## config.mk

```make
export PLATFORM = sky130hd
export DESIGN_NAME = hall_sample_mode_control
export DESIGN_NICKNAME = d
export VERILOG_FILES = /design/src/hall_pkg.sv /design/src/field_quantizer.sv /design/src/hall_sample_mode_control.sv
export VERILOG_INCLUDE_DIRS = /design/src
export SDC_FILE = /design/constraint.sdc
export NUM_CORES = 1
export LEC_CHECK = 0
export ABC_AREA = 0
export ABC_CLOCK_PERIOD_IN_PS = 3400
export BUFFER_PORTS_ARGS = -buffer_cell sky130_fd_sc_hd__buf_2
export CAP_MARGIN = 40
export CORE_AREA = 2 2 93 73
export DETAILED_ROUTE_END_ITERATION = 10
export DIE_AREA = 0 0 95 75
export GPL_ROUTABILITY_DRIVEN = 0
export PLACE_DENSITY = 0.7
export SETUP_SLACK_MARGIN = 0.02
export SLEW_MARGIN = 30
export SYNTH_ARGS = -nofsm -noshare
export SYNTH_HDL_FRONTEND = slang
export SYNTH_HIERARCHICAL = 1
export SYNTH_SLANG_ARGS = --single-unit
```

## constraint.sdc

```tcl
create_clock -name clock_in -period 3.4 [get_ports clock_in]
set_input_delay 0.51 -clock clock_in [delete_from_list [all_inputs] [get_ports clock_in]]
set_output_delay 0.51 -clock clock_in [all_outputs]
set_load 0.005 [all_outputs]
```

## src/hall_defines.svh

```systemverilog
// timing, code and width constants for the hall sample and mode control logic
// assumes a 10 MHz system clock and an internal sequencing tick of about 10 us
`ifndef HALL_DEFINES_SVH
`define HALL_DEFINES_SVH

// system clock and internal oscillator periods, in ns
`define HALL_CLK_PERIOD_NS      100
`define HALL_OSC_PERIOD_NS      10000
`define HALL_OSC_DIV            (`HALL_OSC_PERIOD_NS / `HALL_CLK_PERIOD_NS)

// least high time for a start pulse, in ns, and in clock cycles rounded up
`define HALL_PULSE_MIN_NS       20000
`define HALL_PULSE_MIN_CYC ((`HALL_PULSE_MIN_NS + `HALL_CLK_PERIOD_NS - 1) / `HALL_CLK_PERIOD_NS)

// sequence phases, in internal oscillator ticks
`define HALL_DELAY_TICKS        1
`define HALL_AWAKE_TICKS        12
`define HALL_UPDATE_TICKS       1
`define HALL_PULSED_TICKS       14
`define HALL_TURBO_TICKS        16
`define HALL_GAP_TICKS          (`HALL_TURBO_TICKS - `HALL_PULSED_TICKS)

// low-power sample rate, in Hz, and its period in ticks rounded down
`define HALL_MICRO_RATE_HZ      24
`define HALL_NS_PER_S           1000000000
`define HALL_MICRO_TICKS        ((`HALL_NS_PER_S / `HALL_MICRO_RATE_HZ) / `HALL_OSC_PERIOD_NS)

// output codes: step is supply/256, null sits between 0x7f and 0x80
`define HALL_CODE_MIN           8'h00
`define HALL_CODE_NULL_LO       8'h7F
`define HALL_CODE_NULL_HI       8'h80
`define HALL_CODE_MAX           8'hFF
`define HALL_CODE_RESET         8'h80
`define HALL_CODE_W             8
`define HALL_HALF_STEPS_BIT     7

// field sample format: signed, fraction bits below one code step
`define HALL_FIELD_W            16
`define HALL_FIELD_FRAC_W       8

`endif

```

## src/hall_pkg.sv

```systemverilog
// types shared by the hall sample and mode control logic
// assumes nothing beyond a SystemVerilog compiler
`default_nettype none
package hall_pkg;

	typedef enum logic [1:0] {
		MODE_MICRO  = 2'b00,
		MODE_TURBO  = 2'b01,
		MODE_PULSED = 2'b11
	} conv_mode_e;

	// gray codes along sleep, delay, awake, update, turbo gap
	typedef enum logic [2:0] {
		ST_SLEEP  = 3'b000,
		ST_DELAY  = 3'b001,
		ST_AWAKE  = 3'b011,
		ST_UPDATE = 3'b010,
		ST_GAP    = 3'b110
	} seq_state_e;

	typedef struct packed {
		logic       busy;
		logic       awake;
		logic       update;
		conv_mode_e mode;
	} status_s;

endpackage

`default_nettype wire

```

## src/field_quantizer.sv

```systemverilog
// 8-bit quantiser from a signed field sample to a ratiometric output code
// assumes the field sample is on the same clock as this module
`timescale 1ns/1ns
`default_nettype none
`include "hall_defines.svh"

module field_quantizer #(
	parameter int FIELD_W = `HALL_FIELD_W,
	parameter int FRAC_W  = `HALL_FIELD_FRAC_W
) (
	input  wire logic                      clock_in,
	input  wire logic                      rst_b_in,
	input  wire logic signed [FIELD_W-1:0] field_in,
	output logic         [`HALL_CODE_W-1:0] code_out
);

	if (FIELD_W < `HALL_CODE_W || FRAC_W >= FIELD_W) begin : g_bad_width
		$error("field_quantizer: field width too small for the fraction width");
	end

	wire logic signed [FIELD_W:0] field_ext;
	wire logic signed [FIELD_W:0] pos_steps;
	wire logic        [FIELD_W:0] neg_mag;
	wire logic        [FIELD_W:0] neg_steps;
	wire logic                    is_pos;
	wire logic                    pos_sat;
	wire logic                    neg_sat;
	wire logic [`HALL_CODE_W-1:0] code_d;

	assign field_ext = {field_in[FIELD_W-1], field_in};
	assign is_pos    = ~field_in[FIELD_W-1] & (|field_in);
	// null boundary
	// zero field rounds down to 0x7f, anything above it reaches 0x80
	assign pos_steps = (field_ext - (FIELD_W+1)'(1)) >>> FRAC_W;
	assign neg_mag   = -field_ext;
	assign neg_steps = neg_mag >> FRAC_W;
	assign pos_sat   = |pos_steps[FIELD_W:`HALL_HALF_STEPS_BIT];
	assign neg_sat   = |neg_steps[FIELD_W:`HALL_HALF_STEPS_BIT];
	// symmetric about null
	// south raises and north lowers by the same step count
	assign code_d = is_pos ? (pos_sat ? `HALL_CODE_MAX
	                                  : `HALL_CODE_NULL_HI + pos_steps[`HALL_CODE_W-1:0])
	                       : (neg_sat ? `HALL_CODE_MIN
	                                  : `HALL_CODE_NULL_LO - neg_steps[`HALL_CODE_W-1:0]);

	always_ff @(posedge clock_in or negedge rst_b_in) begin
		if (!rst_b_in) begin
			code_out <= `HALL_CODE_RESET;
		end else begin
			code_out <= code_d;
		end
	end

endmodule

`default_nettype wire

```

## src/hall_sample_mode_control.sv

```systemverilog
// sampling and mode control for a linear hall sensor readout
// assumes the mode control pin and its driven flag come straight from the pad,
// and the field sample comes from front-end logic on the same clock
//
// Functional notes
// - pin held low gives 24 Hz sampling
// - undriven pin reads low, low-power default
// - pin held high converts every 16 ticks
// - each pin pulse starts one conversion
// - high pulse of at least 20 us starts sample
// - pulsed conversion lasts 14 ticks
// - one tick trigger delay in sleep
// - twelve awake ticks for acquisition
// - final tick loads output, then sleep
// - 8-bit converter and 8-bit output
// - code step is supply over 256
// - zero field between 0x7f and 0x80
// - south raises, north lowers, symmetric
`timescale 1ns/1ns
`default_nettype none
`include "hall_defines.svh"

module hall_sample_mode_control #(
	parameter int FIELD_W     = `HALL_FIELD_W,
	parameter int FRAC_W      = `HALL_FIELD_FRAC_W,
	parameter int OSC_DIV     = `HALL_OSC_DIV,
	parameter int MICRO_TICKS = `HALL_MICRO_TICKS
) (
	input  wire logic                      clock_in,
	input  wire logic                      rst_b_in,
	input  wire logic                      mode_control_pin_in,
	input  wire logic                      mode_pin_driven_in,
	input  wire logic signed [FIELD_W-1:0] field_sample_in,
	output logic        [`HALL_CODE_W-1:0] output_code_out,
	output hall_pkg::status_s              status_out
);

	localparam int DIV_W   = $clog2(OSC_DIV + 1);
	localparam int MICRO_W = $clog2(MICRO_TICKS + 1);
	localparam int PULSE_W = $clog2(`HALL_PULSE_MIN_CYC + 1);
	localparam int SEQ_W   = 4;

	localparam logic [DIV_W-1:0]   DIV_LAST   = DIV_W'(OSC_DIV - 1);
	localparam logic [MICRO_W-1:0] MICRO_LAST = MICRO_W'(MICRO_TICKS - 1);
	localparam logic [PULSE_W-1:0] PULSE_MIN  = PULSE_W'(`HALL_PULSE_MIN_CYC);

	if (OSC_DIV < 2) begin : g_bad_div
		$error("hall_sample_mode_control: oscillator divider must be at least 2");
	end
	if (MICRO_TICKS <= `HALL_PULSED_TICKS) begin : g_bad_micro
		$error("hall_sample_mode_control: low-power period shorter than a conversion");
	end
	if (`HALL_AWAKE_TICKS >= (1 << SEQ_W)) begin : g_bad_seq
		$error("hall_sample_mode_control: phase counter too narrow");
	end

	// ticks in each phase of the sequence, minus one
	function automatic logic [SEQ_W-1:0] phase_last(input hall_pkg::seq_state_e st);
		case (st)
			hall_pkg::ST_DELAY:  phase_last = SEQ_W'(`HALL_DELAY_TICKS - 1);
			hall_pkg::ST_AWAKE:  phase_last = SEQ_W'(`HALL_AWAKE_TICKS - 1);
			hall_pkg::ST_UPDATE: phase_last = SEQ_W'(`HALL_UPDATE_TICKS - 1);
			hall_pkg::ST_GAP:    phase_last = SEQ_W'(`HALL_GAP_TICKS - 1);
			default:             phase_last = '0;
		endcase
	endfunction

	// pad synchroniser: bit 1 is the driven flag, bit 0 the level
	logic [1:0] pin_meta_q;
	logic [1:0] pin_sync_q;
	logic       pin_prev_q;

	always_ff @(posedge clock_in or negedge rst_b_in) begin
		if (!rst_b_in) begin
			pin_meta_q <= '0;
			pin_sync_q <= '0;
		end else begin
			pin_meta_q <= {mode_pin_driven_in, mode_control_pin_in};
			pin_sync_q <= pin_meta_q;
		end
	end

	// internal pull-down
	// a floating pin counts as low, so the part wakes in low-power mode
	wire logic pin_high;
	wire logic pin_rise;

	assign pin_high = pin_sync_q[1] & pin_sync_q[0];
	assign pin_rise = pin_high & ~pin_prev_q;

	// sequencer state
	hall_pkg::seq_state_e state_q;
	hall_pkg::seq_state_e state_d;
	hall_pkg::conv_mode_e mode_q;
	hall_pkg::conv_mode_e mode_d;
	logic [SEQ_W-1:0]     seq_cnt_q;
	logic [SEQ_W-1:0]     seq_cnt_d;
	logic [DIV_W-1:0]     div_q;
	logic [MICRO_W-1:0]   micro_cnt_q;
	logic [PULSE_W-1:0]   high_cnt_q;
	logic                 armed_q;
	logic                 stay_high_q;
	logic [`HALL_CODE_W-1:0] output_code_q;
	hall_pkg::status_s    status_q;

	wire logic                    tick;
	wire logic                    in_sleep;
	wire logic                    phase_end;
	wire logic                    pulse_ok;
	wire logic                    start_pulse;
	wire logic                    micro_due;
	wire logic                    any_start;
	wire logic                    load_output;
	wire logic                    turbo_next;
	wire logic [`HALL_CODE_W-1:0] adc_code;
	hall_pkg::status_s            status_d;

	// internal oscillator
	// every phase is counted in these ticks, one per 10 us
	assign tick      = (div_q == DIV_LAST);
	assign in_sleep  = (state_q == hall_pkg::ST_SLEEP);
	assign phase_end = tick & (seq_cnt_q == phase_last(state_q));

	// start pulse width
	// a rise only counts once the pin has stayed high this long, so
	// short glitches on the line never start a conversion
	assign pulse_ok    = armed_q & (high_cnt_q == PULSE_MIN);
	// one pulse, one conversion
	// edges seen while busy stay armed only while the pin stays high, then are served from sleep
	assign start_pulse = in_sleep & pulse_ok;
	// low-power schedule
	// an unbroken low level samples once per period on its own
	assign micro_due   = in_sleep & tick & ~pin_high & (micro_cnt_q == MICRO_LAST);
	assign any_start   = start_pulse | micro_due;
	// back to back in turbo
	// a level high since the last start keeps the chain running
	assign turbo_next  = stay_high_q & pin_high;
	assign load_output = (state_q == hall_pkg::ST_AWAKE) & phase_end;

	always_comb begin
		state_d   = state_q;
		mode_d    = mode_q;
		seq_cnt_d = tick ? seq_cnt_q + SEQ_W'(1) : seq_cnt_q;
		case (state_q)
			hall_pkg::ST_SLEEP: begin
				seq_cnt_d = '0;
				if (start_pulse) begin
					state_d = hall_pkg::ST_DELAY;
					mode_d  = hall_pkg::MODE_PULSED;
				end else if (micro_due) begin
					state_d = hall_pkg::ST_DELAY;
					mode_d  = hall_pkg::MODE_MICRO;
				end
			end
			hall_pkg::ST_DELAY: begin
				if (phase_end) begin
					state_d   = hall_pkg::ST_AWAKE;
					seq_cnt_d = '0;
				end
			end
			hall_pkg::ST_AWAKE: begin
				if (phase_end) begin
					state_d   = hall_pkg::ST_UPDATE;
					seq_cnt_d = '0;
				end
			end
			// fourteen tick sequence
			// delay, awake and update add to the pulsed conversion time
			hall_pkg::ST_UPDATE: begin
				if (phase_end) begin
					seq_cnt_d = '0;
					if (turbo_next) begin
						state_d = hall_pkg::ST_GAP;
						mode_d  = hall_pkg::MODE_TURBO;
					end else begin
						state_d = hall_pkg::ST_SLEEP;
					end
				end
			end
			// two idle ticks stretch a turbo conversion to sixteen
			hall_pkg::ST_GAP: begin
				if (phase_end) begin
					state_d   = hall_pkg::ST_DELAY;
					seq_cnt_d = '0;
				end
			end
			default: begin
				state_d   = hall_pkg::ST_SLEEP;
				seq_cnt_d = '0;
			end
		endcase
	end

	always_comb begin
		status_d.busy   = (state_d != hall_pkg::ST_SLEEP);
		status_d.awake  = (state_d == hall_pkg::ST_AWAKE);
		status_d.update = (state_d == hall_pkg::ST_UPDATE);
		status_d.mode   = mode_d;
	end

	always_ff @(posedge clock_in or negedge rst_b_in) begin
		if (!rst_b_in) begin
			state_q   <= hall_pkg::ST_SLEEP;
			mode_q    <= hall_pkg::MODE_MICRO;
			seq_cnt_q <= '0;
			status_q  <= '0;
		end else begin
			state_q   <= state_d;
			mode_q    <= mode_d;
			seq_cnt_q <= seq_cnt_d;
			status_q  <= status_d;
		end
	end

	// oscillator phase restarts on a pulse start so the delay is a whole tick
	always_ff @(posedge clock_in or negedge rst_b_in) begin
		if (!rst_b_in) begin
			div_q <= '0;
		end else if (start_pulse || tick) begin
			div_q <= '0;
		end else begin
			div_q <= div_q + DIV_W'(1);
		end
	end

	// period counter is cleared by any high level, so only an unbroken low counts
	always_ff @(posedge clock_in or negedge rst_b_in) begin
		if (!rst_b_in) begin
			micro_cnt_q <= '0;
		end else if (pin_high || any_start) begin
			micro_cnt_q <= '0;
		end else if (tick && micro_cnt_q != MICRO_LAST) begin
			micro_cnt_q <= micro_cnt_q + MICRO_W'(1);
		end
	end

	// high time of the current pulse, saturating at the width limit
	always_ff @(posedge clock_in or negedge rst_b_in) begin
		if (!rst_b_in) begin
			high_cnt_q <= '0;
		end else if (!pin_high) begin
			high_cnt_q <= '0;
		end else if (high_cnt_q != PULSE_MIN) begin
			high_cnt_q <= high_cnt_q + PULSE_W'(1);
		end
	end

	// armed by a rise, spent by the start it causes, lost on a short glitch
	always_ff @(posedge clock_in or negedge rst_b_in) begin
		if (!rst_b_in) begin
			pin_prev_q <= 1'h0;
			armed_q    <= 1'h0;
		end else begin
			pin_prev_q <= pin_high;
			if (pin_rise) begin
				armed_q <= 1'h1;
			end else if (!pin_high || start_pulse) begin
				armed_q <= 1'h0;
			end
		end
	end

	// any low during a conversion ends the turbo chain at its update
	always_ff @(posedge clock_in or negedge rst_b_in) begin
		if (!rst_b_in) begin
			stay_high_q <= 1'h0;
		end else if (start_pulse) begin
			stay_high_q <= 1'h1;
		end else if (!pin_high) begin
			stay_high_q <= 1'h0;
		end
	end

	field_quantizer #(
		.FIELD_W (FIELD_W),
		.FRAC_W  (FRAC_W)
	) u_quantizer (
		.clock_in (clock_in),
		.rst_b_in (rst_b_in),
		.field_in (field_sample_in),
		.code_out (adc_code)
	);

	// output update
	// the result taken at the end of the awake phase drives the output
	// stage for the whole update tick and beyond
	// hold between updates
	// ratiometric code
	// the code is the output level in steps of supply over 256
	always_ff @(posedge clock_in or negedge rst_b_in) begin
		if (!rst_b_in) begin
			output_code_q <= `HALL_CODE_RESET;
		end else if (load_output) begin
			output_code_q <= adc_code;
		end
	end

	assign output_code_out = output_code_q;
	assign status_out      = status_q;

endmodule

`default_nettype wire

```

==> results of run 1 <==
## critical path, cell delays in order
cell,delay (ns)
buf_2,0.10
or4_1,0.65
nor4_1,0.46
nand2_1,0.15
ha_1,0.39
nor2b_1,0.26
nor2_1,0.05
or4_1,0.39
nand3_1,0.09
## worst min path at each step
stage / slack, ns / end / start / cells past startpoint
after floorplan: 0.21 / armed_q / rst_b_in / 0
after CTS: 0.15 / div_q[1] / rst_b_in / 1
after detailed placement: 0.34 / pin_sync_q[1] / pin_meta_q[1] / 0
after global routing: 0.18 / high_cnt_q[6] / rst_b_in / 1
final: 0.14 / high_cnt_q[6] / rst_b_in / 1
after global placement: 0.33 / pin_sync_q[1] / pin_meta_q[1] / 0
## layout by cell type, fill, tap and decap left out, drive strengths merged, types with 3 or more instances in the layout
master  synthesis  layout
nor3            9       9
dfrtp          61      61
a31oi           5       5
mux2i           4       4
inv             6       6
o211ai          4       4
buf             5      35
nand2b          3       3
and3            6       6
nor2           20      20
nor4            7       7
clkinv          0       3
or3             7       7
clkbuf          6       9
a21oi          15      15
nand3          25      25
nor2b           3       3
nand4           9       9
o31ai           9       9
nand3b          3       3
or2             4       4
or4            14      14
and2            4       4
o21ai           9       9
xor2            8       8
nor4bb          4       4
ha              8       8
xnor2           8       8
mux2            9       9
nand2          20      20
## layout make-up
type | count | share of cell area, %
Timing Repair Buffer | 35 | 4.89
Clock buffer | 9 | 3.27
Clock inverter | 7 | 2.58
Sequential cell | 63 | 41.7
Multi-Input combinational cell | 241 | 44.3
Tap cell | 81 | 2.68
Inverter | 6 | 0.595
## routing by layer
layer | up-vias | routed length (um) | GRT usage [%]
met5 | - | 0 | 0
met1 | 1228 | 3400 | 30.5
met4 | 0 | 46 | 7.09
met3 | 4 | 406 | 7.41
met2 | 105 | 3150 | 33.7
li1 | 1281 | - | -
## state kept, by name (all words and copies together) (netlist names)
| register | flops |
|---|---|
| output_code_out | 8 |
| pin_prev_q | 1 |
| div_q | 7 |
| u_quantizer/code_out | 8 |
| armed_q | 1 |
| pin_sync_q | 2 |
| micro_cnt_q | 13 |
| stay_high_q | 1 |
| high_cnt_q | 8 |
| pin_meta_q | 2 |
| state_q | 3 |
| status_out | 5 |
| seq_cnt_q | 4 |
## kinds of logic after synthesis
family / after synthesis / synth area share (%)
xor gates and xnor gates: 16 / 4.21
buffers and inverters: 17 / 2.25
adders and majority gates: 8 / 3.01
and+or+nand+nor: 147 / 26.6
AOI/OAI and AO/OA: 57 / 11.3
DFF: 63 / 47.4
muxes: 13 / 5.26
## power breakdown
part	internal, mW	switching (mW)	total (mW)
Combinational	0.0230	0.0455	0.0686
Clock	0.413	0.312	0.725
Sequential	0.762	0.00459	0.766
Total	1.20	0.362	1.56
==> impl_metrics.py, run 1 <==
metrics = {
    "placement": {
        "dpl_cell_area_um2": 3560,
        "dp_slack_ns": 0.355,
        "placed_cells": 426,
        "post-dp-hpwl_um": 4940,
        "portBuffers": 32,
    },
    "layout": {
        "layout.nets": 384,
        "antenna_cells": 0,
        "multi_input_area_um2": 1680,
        "n_fill_cell": 511,
        "layout-area-overhead-vs-synth_pct": 13.7,
        "drive_gt1_share_pct": 20.2,
        "stdcell_count": 442,
        "design_area_um2": 3780,
        "fin_util_pct": 61.4,
        "seqCellArea_um2": 1580,
    },
    "die": {
        "dieArea_um2": 7130,
        "start_util_pct": 54.0,
        "num_rows": 25,
        "ios": 33,
        "fp.coreArea_um2": 6160,
        "dieHeight_um": 75,
        "die_x_um": 95,
    },
    "sta": {
        "worst_pin_slew_ns": 0.646,
        "max_freq_ghz": 0.360,
        "final.setup.tns_ns": 0,
        "hold_slack_ns": 0.142,
        "finalCritPeriodShare_pct": 81.8,
        "slew_headroom_pct": 56.5,
        "final-hold-violation-count": 0,
        "finClkSkew_ns": 0.00949,
        "min_period_ns": 2.78,
        "finalSetupViolations": 0,
        "slew_viol_final": 0,
        "layout_setup_ws_ns": 0.620,
        "rsz0062_at_grt": "no",
    },
    "clocking": {
        "ctsHoldBuffers": 0,
        "postCtsSetupRepairBufs": 0,
        "clk_latency_ns": 0.35,
        "cts_made_buffers": 9,
        "cts_tree": "built",
        "cts_num_sinks": 63,
        "htree_levels": 3,
        "clk_pin_slew_ns": 0.07,
        "cts-resized-gates": 0,
        "clockRootBuffer": "clkbuf_8",
        "ctsLongestPathBuffers": 2,
    },
    "grt": {
        "grt_pass1_vias": 2490,
        "grt_use_total_pct": 22.2,
        "grt_pass1_wl_um": 11900,
        "grt_max_degree": 46,
        "antenna_found_initial": 0,
        "grt-ovfl-total": 0,
    },
    "synthesis": {
        "synth.area.top_cells": "dfrtp_1, mux2_4, nand3_1",
        "async_flop_share_pct": 100,
        "syn_nets": 349,
        "ys_ff_latch": 63,
        "synthCells": 321,
        "synth_seq_area_share_pct": 47.4,
        "synth_common_cells": "dfrtp_1, nand3_1, nand2_1, nor2_1, a21oi_1",
        "ys_types": 56,
        "yosysWarnings": 6,
        "synth_top_cell_area_share_pct": 45.8,
        "synth_top_area_cell": "dfrtp_1",
        "synth_edf_count": 0,
        "synth_area_per_cell_um2": 10.4,
        "syn_area_um2": 3330,
        "yosysMostFrequentCell": "dfrtp_1",
        "synth_ff_type": "dfrtp_1",
    },
    "worst_setup_path": {
        "cp-start-kind": "input pin",
        "cp.arrival_ns": 3.06,
        "required_ns": 3.68,
        "r2r_end": "micro_cnt_q[7]",
        "timing.rr.start": "state_q[1]",
        "setup.worst_path.end": "u_quantizer/code_out[6]",
        "crit_path_end_kind": "register",
        "critPathMaxFanout": 7,
        "worstSetupPathType": "in -> reg",
        "r2r_slack_ns": 1.09,
        "r2r.worst_path.cells": 5,
        "startpoint": "field_sample_in[0]",
    },
    "flow_run": {
        "cap_violations": 0,
    },
    "outcome": {
        "status": "finished clean",
    },
    "pwr": {
        "power_leakage_nw": 1.70,
        "power_mw": 1.56,
        "ir_drop_mv": 0.200,
        "power_density_nw_per_um2": 412,
    },
    "detailed_routing": {
        "routedWlPerCell_um": 15.8,
        "via_per_inst": 5.92,
        "drtIter0Drc": 220,
        "vias": 2618,
        "drc_errors": 0,
        "wirelength_um": 7000,
        "antenna_left": 0,
        "first_pass_iters": 5,
    },
    "worst_hold_path": {
        "hp-class": "in -> async",
    },
}
Power figures use the tool's default switching activity.
==> run 2: changes to the inputs <==
--- a/config.mk
+++ b/config.mk
@@ -6,13 +6,13 @@
 export SDC_FILE = /design/constraint.sdc
 export NUM_CORES = 1
 export LEC_CHECK = 0
-export ABC_AREA = 0
-export ABC_CLOCK_PERIOD_IN_PS = 3400
+export ABC_AREA = 1
+export ABC_CLOCK_PERIOD_IN_PS = 2400
 export BUFFER_PORTS_ARGS = -buffer_cell sky130_fd_sc_hd__buf_2
 export CAP_MARGIN = 40
-export CORE_AREA = 2 2 93 73
+export CORE_AREA = 2 2 96 75
 export DETAILED_ROUTE_END_ITERATION = 10
-export DIE_AREA = 0 0 95 75
+export DIE_AREA = 0 0 98 77
 export GPL_ROUTABILITY_DRIVEN = 0
 export PLACE_DENSITY = 0.7
 export SETUP_SLACK_MARGIN = 0.02
==> constraint.sdc (replaced) <==
create_clock -name clock_in -period 2.4 [get_ports clock_in]
set_input_delay 0.36 -clock clock_in [delete_from_list [all_inputs] [get_ports clock_in]]
set_output_delay 0.36 -clock clock_in [all_outputs]
set_load 0.005 [all_outputs]
==> run 2 against run 1 <==
Sequential power grew 42%; critical endpoint is now micro_cnt_q[8]; die area grew 5.9%; critical path depth grew 2; global-route usage shrank 2.6 points; worst setup slack lost 0.061 ns; final area grew 0.96%; count of clock-buffer cells in the layout grew 3; non-clock buffer count is the same; first-iteration DRC count shrank 45%; largest cell class is now sequential cells; clock power grew 12%; worst hold slack lost 0.13 ns.
==> impl_metrics.py, run 2 <==
metrics = {
    "outcome": {
        "status": "finished clean",
    },
    "synthesis": {
        "synth_ff_type": "dfrtp_1",
        "synth_top_area_cell": "dfrtp_1",
        "synth_seq_area_share_pct": 46.6,
        "async_flop_share_pct": 100,
        "synth_top_cell_area_share_pct": 45.0,
        "synth_common_cells": "nand2_1, dfrtp_1, inv_1",
        "synthAdderAreaFrac_pct": 2.95,
        "yosysWarnings": 6,
        "synthMuxAreaShare_pct": 0,
        "synth_compound_area_share_pct": 7.42,
        "ys_types": 30,
        "synthCells": 423,
        "synth_edf_count": 0,
        "syn_nets": 451,
        "ys_ff_latch": 63,
        "yosysMostFrequentCell": "nand2_1",
        "synth_xor_area_share_pct": 3.10,
        "syn_area_um2": 3390,
        "synth-simple-area-share_pct": 31.7,
        "synth_area_per_cell_um2": 8.01,
        "synth.area.top_cells": "dfrtp_1, nand2_1, inv_1",
        "synth_top_family_by_area": "simple AND/OR/NAND/NOR gates",
    },
    "worst_hold_path": {
        "hp-class": "in -> async",
    },
    "layout": {
        "layout.nets": 493,
        "layout-area-overhead-vs-synth_pct": 12.7,
        "fin_util_pct": 57.9,
        "largest_reg_flops": 13,
        "stdcell_count": 554,
        "largest_register": "micro_cnt_q",
        "seqCellArea_um2": 1580,
        "n_fill_cell": 592,
        "layout_common_cells": "nand2_1, dfrtp_1, inv_1",
        "antenna_cells": 0,
        "final_common_cell": "nand2_1",
        "drive_gt1_share_pct": 18.5,
        "multi_input_area_um2": 1530,
    },
    "sta": {
        "finClkSkew_ns": 0.0101,
        "min_period_ns": 1.84,
        "rsz0062_at_grt": "no",
        "max_freq_ghz": 0.543,
        "hold_slack_ns": 0.0157,
        "slew_viol_final": 0,
        "slew_headroom_pct": 68.7,
        "final-hold-violation-count": 0,
        "finalCritPeriodShare_pct": 76.7,
        "worst_pin_slew_ns": 0.469,
        "final.setup.tns_ns": 0,
        "finalSetupViolations": 0,
    },
    "detailed_routing": {
        "via_per_inst": 4.96,
        "wirelength_um": 6510,
        "drtIter0Drc": 122,
        "first_pass_iters": 4,
        "drc_errors": 0,
        "antenna_left": 0,
        "routedWlPerCell_um": 11.8,
        "vias": 2750,
    },
    "worst_setup_path": {
        "worstSetupPathType": "reg -> reg",
        "critPathMaxFanout": 11,
        "timing.rr.start": "high_cnt_q[0]",
        "startpoint": "high_cnt_q[0]",
        "r2r.worst_path.cells": 11,
        "cp.arrival_ns": 2.06,
        "crit_path_end_kind": "register",
        "cp-start-kind": "register",
        "required_ns": 2.62,
    },
    "placement": {
        "post-dp-hpwl_um": 4740,
        "placed_cells": 538,
        "portBuffers": 32,
    },
    "die": {
        "fp.coreArea_um2": 6600,
        "die_x_um": 98,
        "num_rows": 26,
        "dieArea_um2": 7550,
        "ios": 33,
        "start_util_pct": 51.3,
        "dieHeight_um": 77,
    },
    "grt": {
        "grt_pass1_wl_um": 12000,
        "grt_pass1_vias": 2613,
        "grt_use_total_pct": 19.6,
        "antenna_found_initial": 0,
        "grt-ovfl-total": 0,
        "grt_max_degree": 39,
    },
    "clocking": {
        "cts_tree": "built",
        "ctsHoldBuffers": 0,
        "cts-resized-gates": 0,
        "cts_num_sinks": 63,
        "cts_made_buffers": 9,
        "clk_latency_ns": 0.34,
        "clk_pin_slew_ns": 0.07,
        "clockRootBuffer": "clkbuf_8",
        "htree_levels": 3,
        "ctsLongestPathBuffers": 2,
        "postCtsSetupRepairBufs": 0,
    },
    "pwr": {
        "ir_drop_mv": 0.386,
        "power_density_nw_per_um2": 524,
        "switching_share_pct": 23.1,
        "seq_power_share_pct": 54.2,
        "p_int_mw": 1.54,
        "switching_power_uw": 463,
        "power_leakage_nw": 1.95,
        "clkPwrFrac_pct": 40.5,
        "combinationalPowerShare_pct": 5.3,
    },
    "flow_run": {
        "cap_violations": 0,
    },
}
[run 2: cell count changes after synthesis, sizes merged, moves of 7 or more]
cell	previous run	this run
nor4	7	0
or3	7	0
o21ai	9	23
or4	14	0
inv	6	61
nand2	20	113
mux2	9	0
xnor2	8	1
nand3	25	34
nor2	20	53
[run 2: worst max-delay path: stages, from the launching register on]
cell and delay, ns:
dfrtp_1 0.40, inv_1 0.10, ha_1 0.15, nand2_1 0.04, nor2_1 0.08, nand2_1 0.06
inv_1 0.18, nand3_2 0.17, nand3_1 0.13, inv_1 0.18, nand4_1 0.13, o31ai_1 0.08
[run 2: logic make-up (layout without fill, tap and decap cells)]
kind of cell | after synthesis | count (layout)
AND/OR/NAND/NOR | 228 | 228
buffers and inverters | 66 | 113
flip-flops | 63 | 63
AO/OA/AOI/OAI | 46 | 46
XOR/XNOR | 12 | 12
adder cells (fa/ha/maj) | 8 | 8
[run 2: area by class of cell]
cell class / instances / area share, %
Sequential cell: 63 / 41.3
Multi-Input combinational cell: 294 / 40.1
Inverter: 62 / 6.45
Timing Repair Buffer: 35 / 4.78
Clock buffer: 12 / 4.06
Tap cell: 84 / 2.75
Clock inverter: 4 / 0.524
[run 2: routing by layer]
| metal | wire [um] | track usage [%] |
|---|---|---|
| met1 | 3330 | 28.0 |
| met2 | 2820 | 29.2 |
| met3 | 259 | 4.56 |
| met4 | 100 | 7.08 |
| met5 | 0 | 0 |
[run 2: power by group through the flow]
stage                     Combinational (mW)  Clock (mW)  Sequential (mW)
after global placement                 0.106           0             1.10
after detailed placement               0.108           0             1.11
final                                  0.106       0.812             1.09
after CTS                              0.109       0.845             1.08
after global routing                   0.125       0.892             1.09
after floorplan                       0.0545           0             1.10
[run 2: final timing paths]
| check | slack, ns | end |
|---|---|---|
| max | 0.56 | micro_cnt_q[8] |
| min in group clock_in | 0.12 | pin_meta_q[0] |
| max reg2reg | 0.56 | micro_cnt_q[8] |
| max in group asynchronous | 1.96 | u_quantizer/code_out[7] |
| min reg2reg | 0.36 | pin_sync_q[0] |
| min | 0.02 | micro_cnt_q[4] |
[run 2: metrics by stage]
stage | total power, mW | cell area [um^2] | setup slack (ns)
after floorplan | 1.16 | 3390 | 0.841
after global placement | 1.21 | 3650 | 0.699
after detailed placement | 1.21 | 3650 | 0.600
after CTS | 2.04 | 3820 | 0.588
after global routing | 2.10 | 3820 | 0.403
final | 2.00 | 3820 | 0.560
==> run 3: changes to the inputs <==
--- a/config.mk
+++ b/config.mk
@@ -7,12 +7,12 @@
 export NUM_CORES = 1
 export LEC_CHECK = 0
 export ABC_AREA = 1
-export ABC_CLOCK_PERIOD_IN_PS = 2400
+export ABC_CLOCK_PERIOD_IN_PS = 1800
 export BUFFER_PORTS_ARGS = -buffer_cell sky130_fd_sc_hd__buf_2
 export CAP_MARGIN = 40
-export CORE_AREA = 2 2 96 75
+export CORE_AREA = 2 2 94 73
 export DETAILED_ROUTE_END_ITERATION = 10
-export DIE_AREA = 0 0 98 77
+export DIE_AREA = 0 0 96 75
 export GPL_ROUTABILITY_DRIVEN = 0
 export PLACE_DENSITY = 0.7
 export SETUP_SLACK_MARGIN = 0.02
==> constraint.sdc (replaced) <==
create_clock -name clock_in -period 1.8 [get_ports clock_in]
set_input_delay 0.27 -clock clock_in [delete_from_list [all_inputs] [get_ports clock_in]]
set_output_delay 0.27 -clock clock_in [all_outputs]
set_load 0.005 [all_outputs]
==> run 3 against run 2 <==
Global-route usage up 0.80 points; cell count rose by 1.4%; utilization up 5.7 points; non-clock buffer count up 11; sequential share of layout area decreased by 1.4 points; first-iteration DRC count shrank 1.6%; highest routed layer unchanged.
==> impl_metrics.py, run 3 (same netlist as run 2, synthesis figures left out) <==
metrics = {
    "worst_hold_path": {
        "worstHoldStart": "mode_control_pin_in",
        "hold_end": "pin_meta_q[0]",
        "hp-class": "in -> reg",
        "hold_depth": 1,
    },
    "layout": {
        "layout.nets": 504,
        "drive_gt1_share_pct": 21.0,
        "antenna_cells": 0,
        "largest_register": "micro_cnt_q",
        "layout_common_cells": "nand2_1, dfrtp_1, inv_1",
        "design_area_um2": 3960,
        "fin_util_pct": 63.6,
        "largest_reg_flops": 13,
        "layout-area-overhead-vs-synth_pct": 16.8,
        "final_common_cell": "nand2_1",
        "stdcell_count": 562,
    },
    "worst_setup_path": {
        "r2r_end": "status_out[4]",
        "required_ns": 2.03,
        "timing.rr.start": "state_q[2]",
        "r2r.worst_path.cells": 10,
        "cp-start-kind": "register",
        "cp.arrival_ns": 1.95,
        "r2r_slack_ns": 0.08,
        "critPathMaxFanout": 7,
        "crit_path_end_kind": "register",
        "worstSetupPathType": "reg -> reg",
    },
    "detailed_routing": {
        "drtIter0Drc": 120,
        "via_per_inst": 4.94,
        "drc_errors": 0,
        "routedWlPerCell_um": 12.0,
        "antenna_left": 0,
        "first_pass_iters": 4,
        "wirelength_um": 6730,
        "vias": 2776,
    },
    "clocking": {
        "ctsLongestPathBuffers": 2,
        "clk_latency_ns": 0.34,
        "cts_tree": "built",
        "htree_levels": 3,
        "cts_made_buffers": 9,
        "clk_pin_slew_ns": 0.07,
        "cts_num_sinks": 63,
        "clockRootBuffer": "clkbuf_8",
    },
    "die": {
        "start_util_pct": 54.5,
        "ios": 33,
        "num_rows": 25,
        "dieHeight_um": 75,
        "dieArea_um2": 7200,
        "fp.coreArea_um2": 6220,
        "die_x_um": 96,
    },
    "sta": {
        "layout_setup_ws_ns": 0.0775,
        "hold_slack_ns": 0.0366,
        "slew_headroom_pct": 76.7,
        "finalSetupViolations": 0,
        "min_period_ns": 1.72,
        "rsz0062_at_grt": "yes",
        "slew_viol_final": 0,
        "worst_pin_slew_ns": 0.347,
        "final.setup.tns_ns": 0,
        "final-hold-violation-count": 0,
        "finalCritPeriodShare_pct": 95.7,
        "max_freq_ghz": 0.581,
        "finClkSkew_ns": 0.00755,
    },
    "flow_run": {
        "cap_violations": 0,
    },
    "grt": {
        "grt-ovfl-total": 0,
        "grt_pass1_wl_um": 11200,
        "grt_max_degree": 64,
        "antenna_found_initial": 0,
        "grt_use_total_pct": 20.4,
        "grt_pass1_vias": 2490,
    },
    "placement": {
        "portBuffers": 32,
        "placed_cells": 540,
        "dpl_cell_area_um2": 3690,
        "dp_slack_ns": 0.0689,
        "post-dp-hpwl_um": 4800,
    },
    "pwr": {
        "power_leakage_nw": 2.02,
        "power_mw": 2.83,
        "power_density_nw_per_um2": 716,
        "ir_drop_mv": 0.553,
    },
    "outcome": {
        "status": "finished clean",
    },
}
run 3: changes by cell type in the layout (fill, tap and decap cells not counted), sizes merged:
cell / delta
buf: +10
clkbuf: -2
clkinvlp: +2
bufinv: +1
clkinv: -1
dlygate4sd3: +1
run 3: worst max-delay path, stage by stage, from the launching register on:
cell and delay, ns:
dfrtp_1 0.47, inv_2 0.10, nand4_1 0.13, nand2_1 0.11, nand2_2 0.07, nor2_4 0.18, nand2_2 0.11, nand2_1 0.10
nand2_1 0.10, nor2_4 0.16, nand2_1 0.07
run 3: repair_timing:
item | CTS | global route
endpoints found under the hold margin | 61 | 0
hold buffers | 1 | 0
pin swaps | 0 | 3
gates resized for setup | 1 | 6
buffers inserted | 0 | 5
setup endpoints to repair | 1 | 17
gates cloned | 0 | 0
run 3: report_power, final:
group	switching (mW)	internal [mW]
Combinational	0.0939	0.0547
Sequential	0.00749	1.44
Clock	0.569	0.669
Total	0.670	2.16
run 3: routing by layer:
layer | vias to the layer above | part of all wire (%) | track usage [%]
met3 | 11 | 4.8 | 5.81
met2 | 49 | 43 | 30.3
met5 | - | 0 | 0
li1 | 1458 | - | -
met1 | 1258 | 51 | 29.4
met4 | 0 | 1.0 | 5.71
run 3: worst max-delay path by stage:
| stage | startpoint | to | depth (start not counted) |
|---|---|---|---|
| 2_1_floorplan | high_cnt_q[0] | micro_cnt_q[8] | 12 |
| 3_3_place_gp | div_q[0] | status_out[4] | 10 |
| 3_5_place_dp | div_q[0] | micro_cnt_q[2] | 10 |
| 4_1_cts | micro_cnt_q[1] | micro_cnt_q[2] | 9 |
| 5_1_grt | div_q[0] | micro_cnt_q[2] | 10 |
| 6_report | state_q[2] | status_out[4] | 10 |
run 3: final cells by class:
| class | count | area [um^2] |
|---|---|---|
| clock inverters | 6 | 60.1 |
| well taps | 81 | 101 |
| multi-input cells | 294 | 1550 |
| flip-flops and latches | 63 | 1580 |
| inverters | 62 | 246 |
| repair buffers | 46 | 284 |
| clock buffers | 10 | 138 |
| fillers | 575 | 2270 |
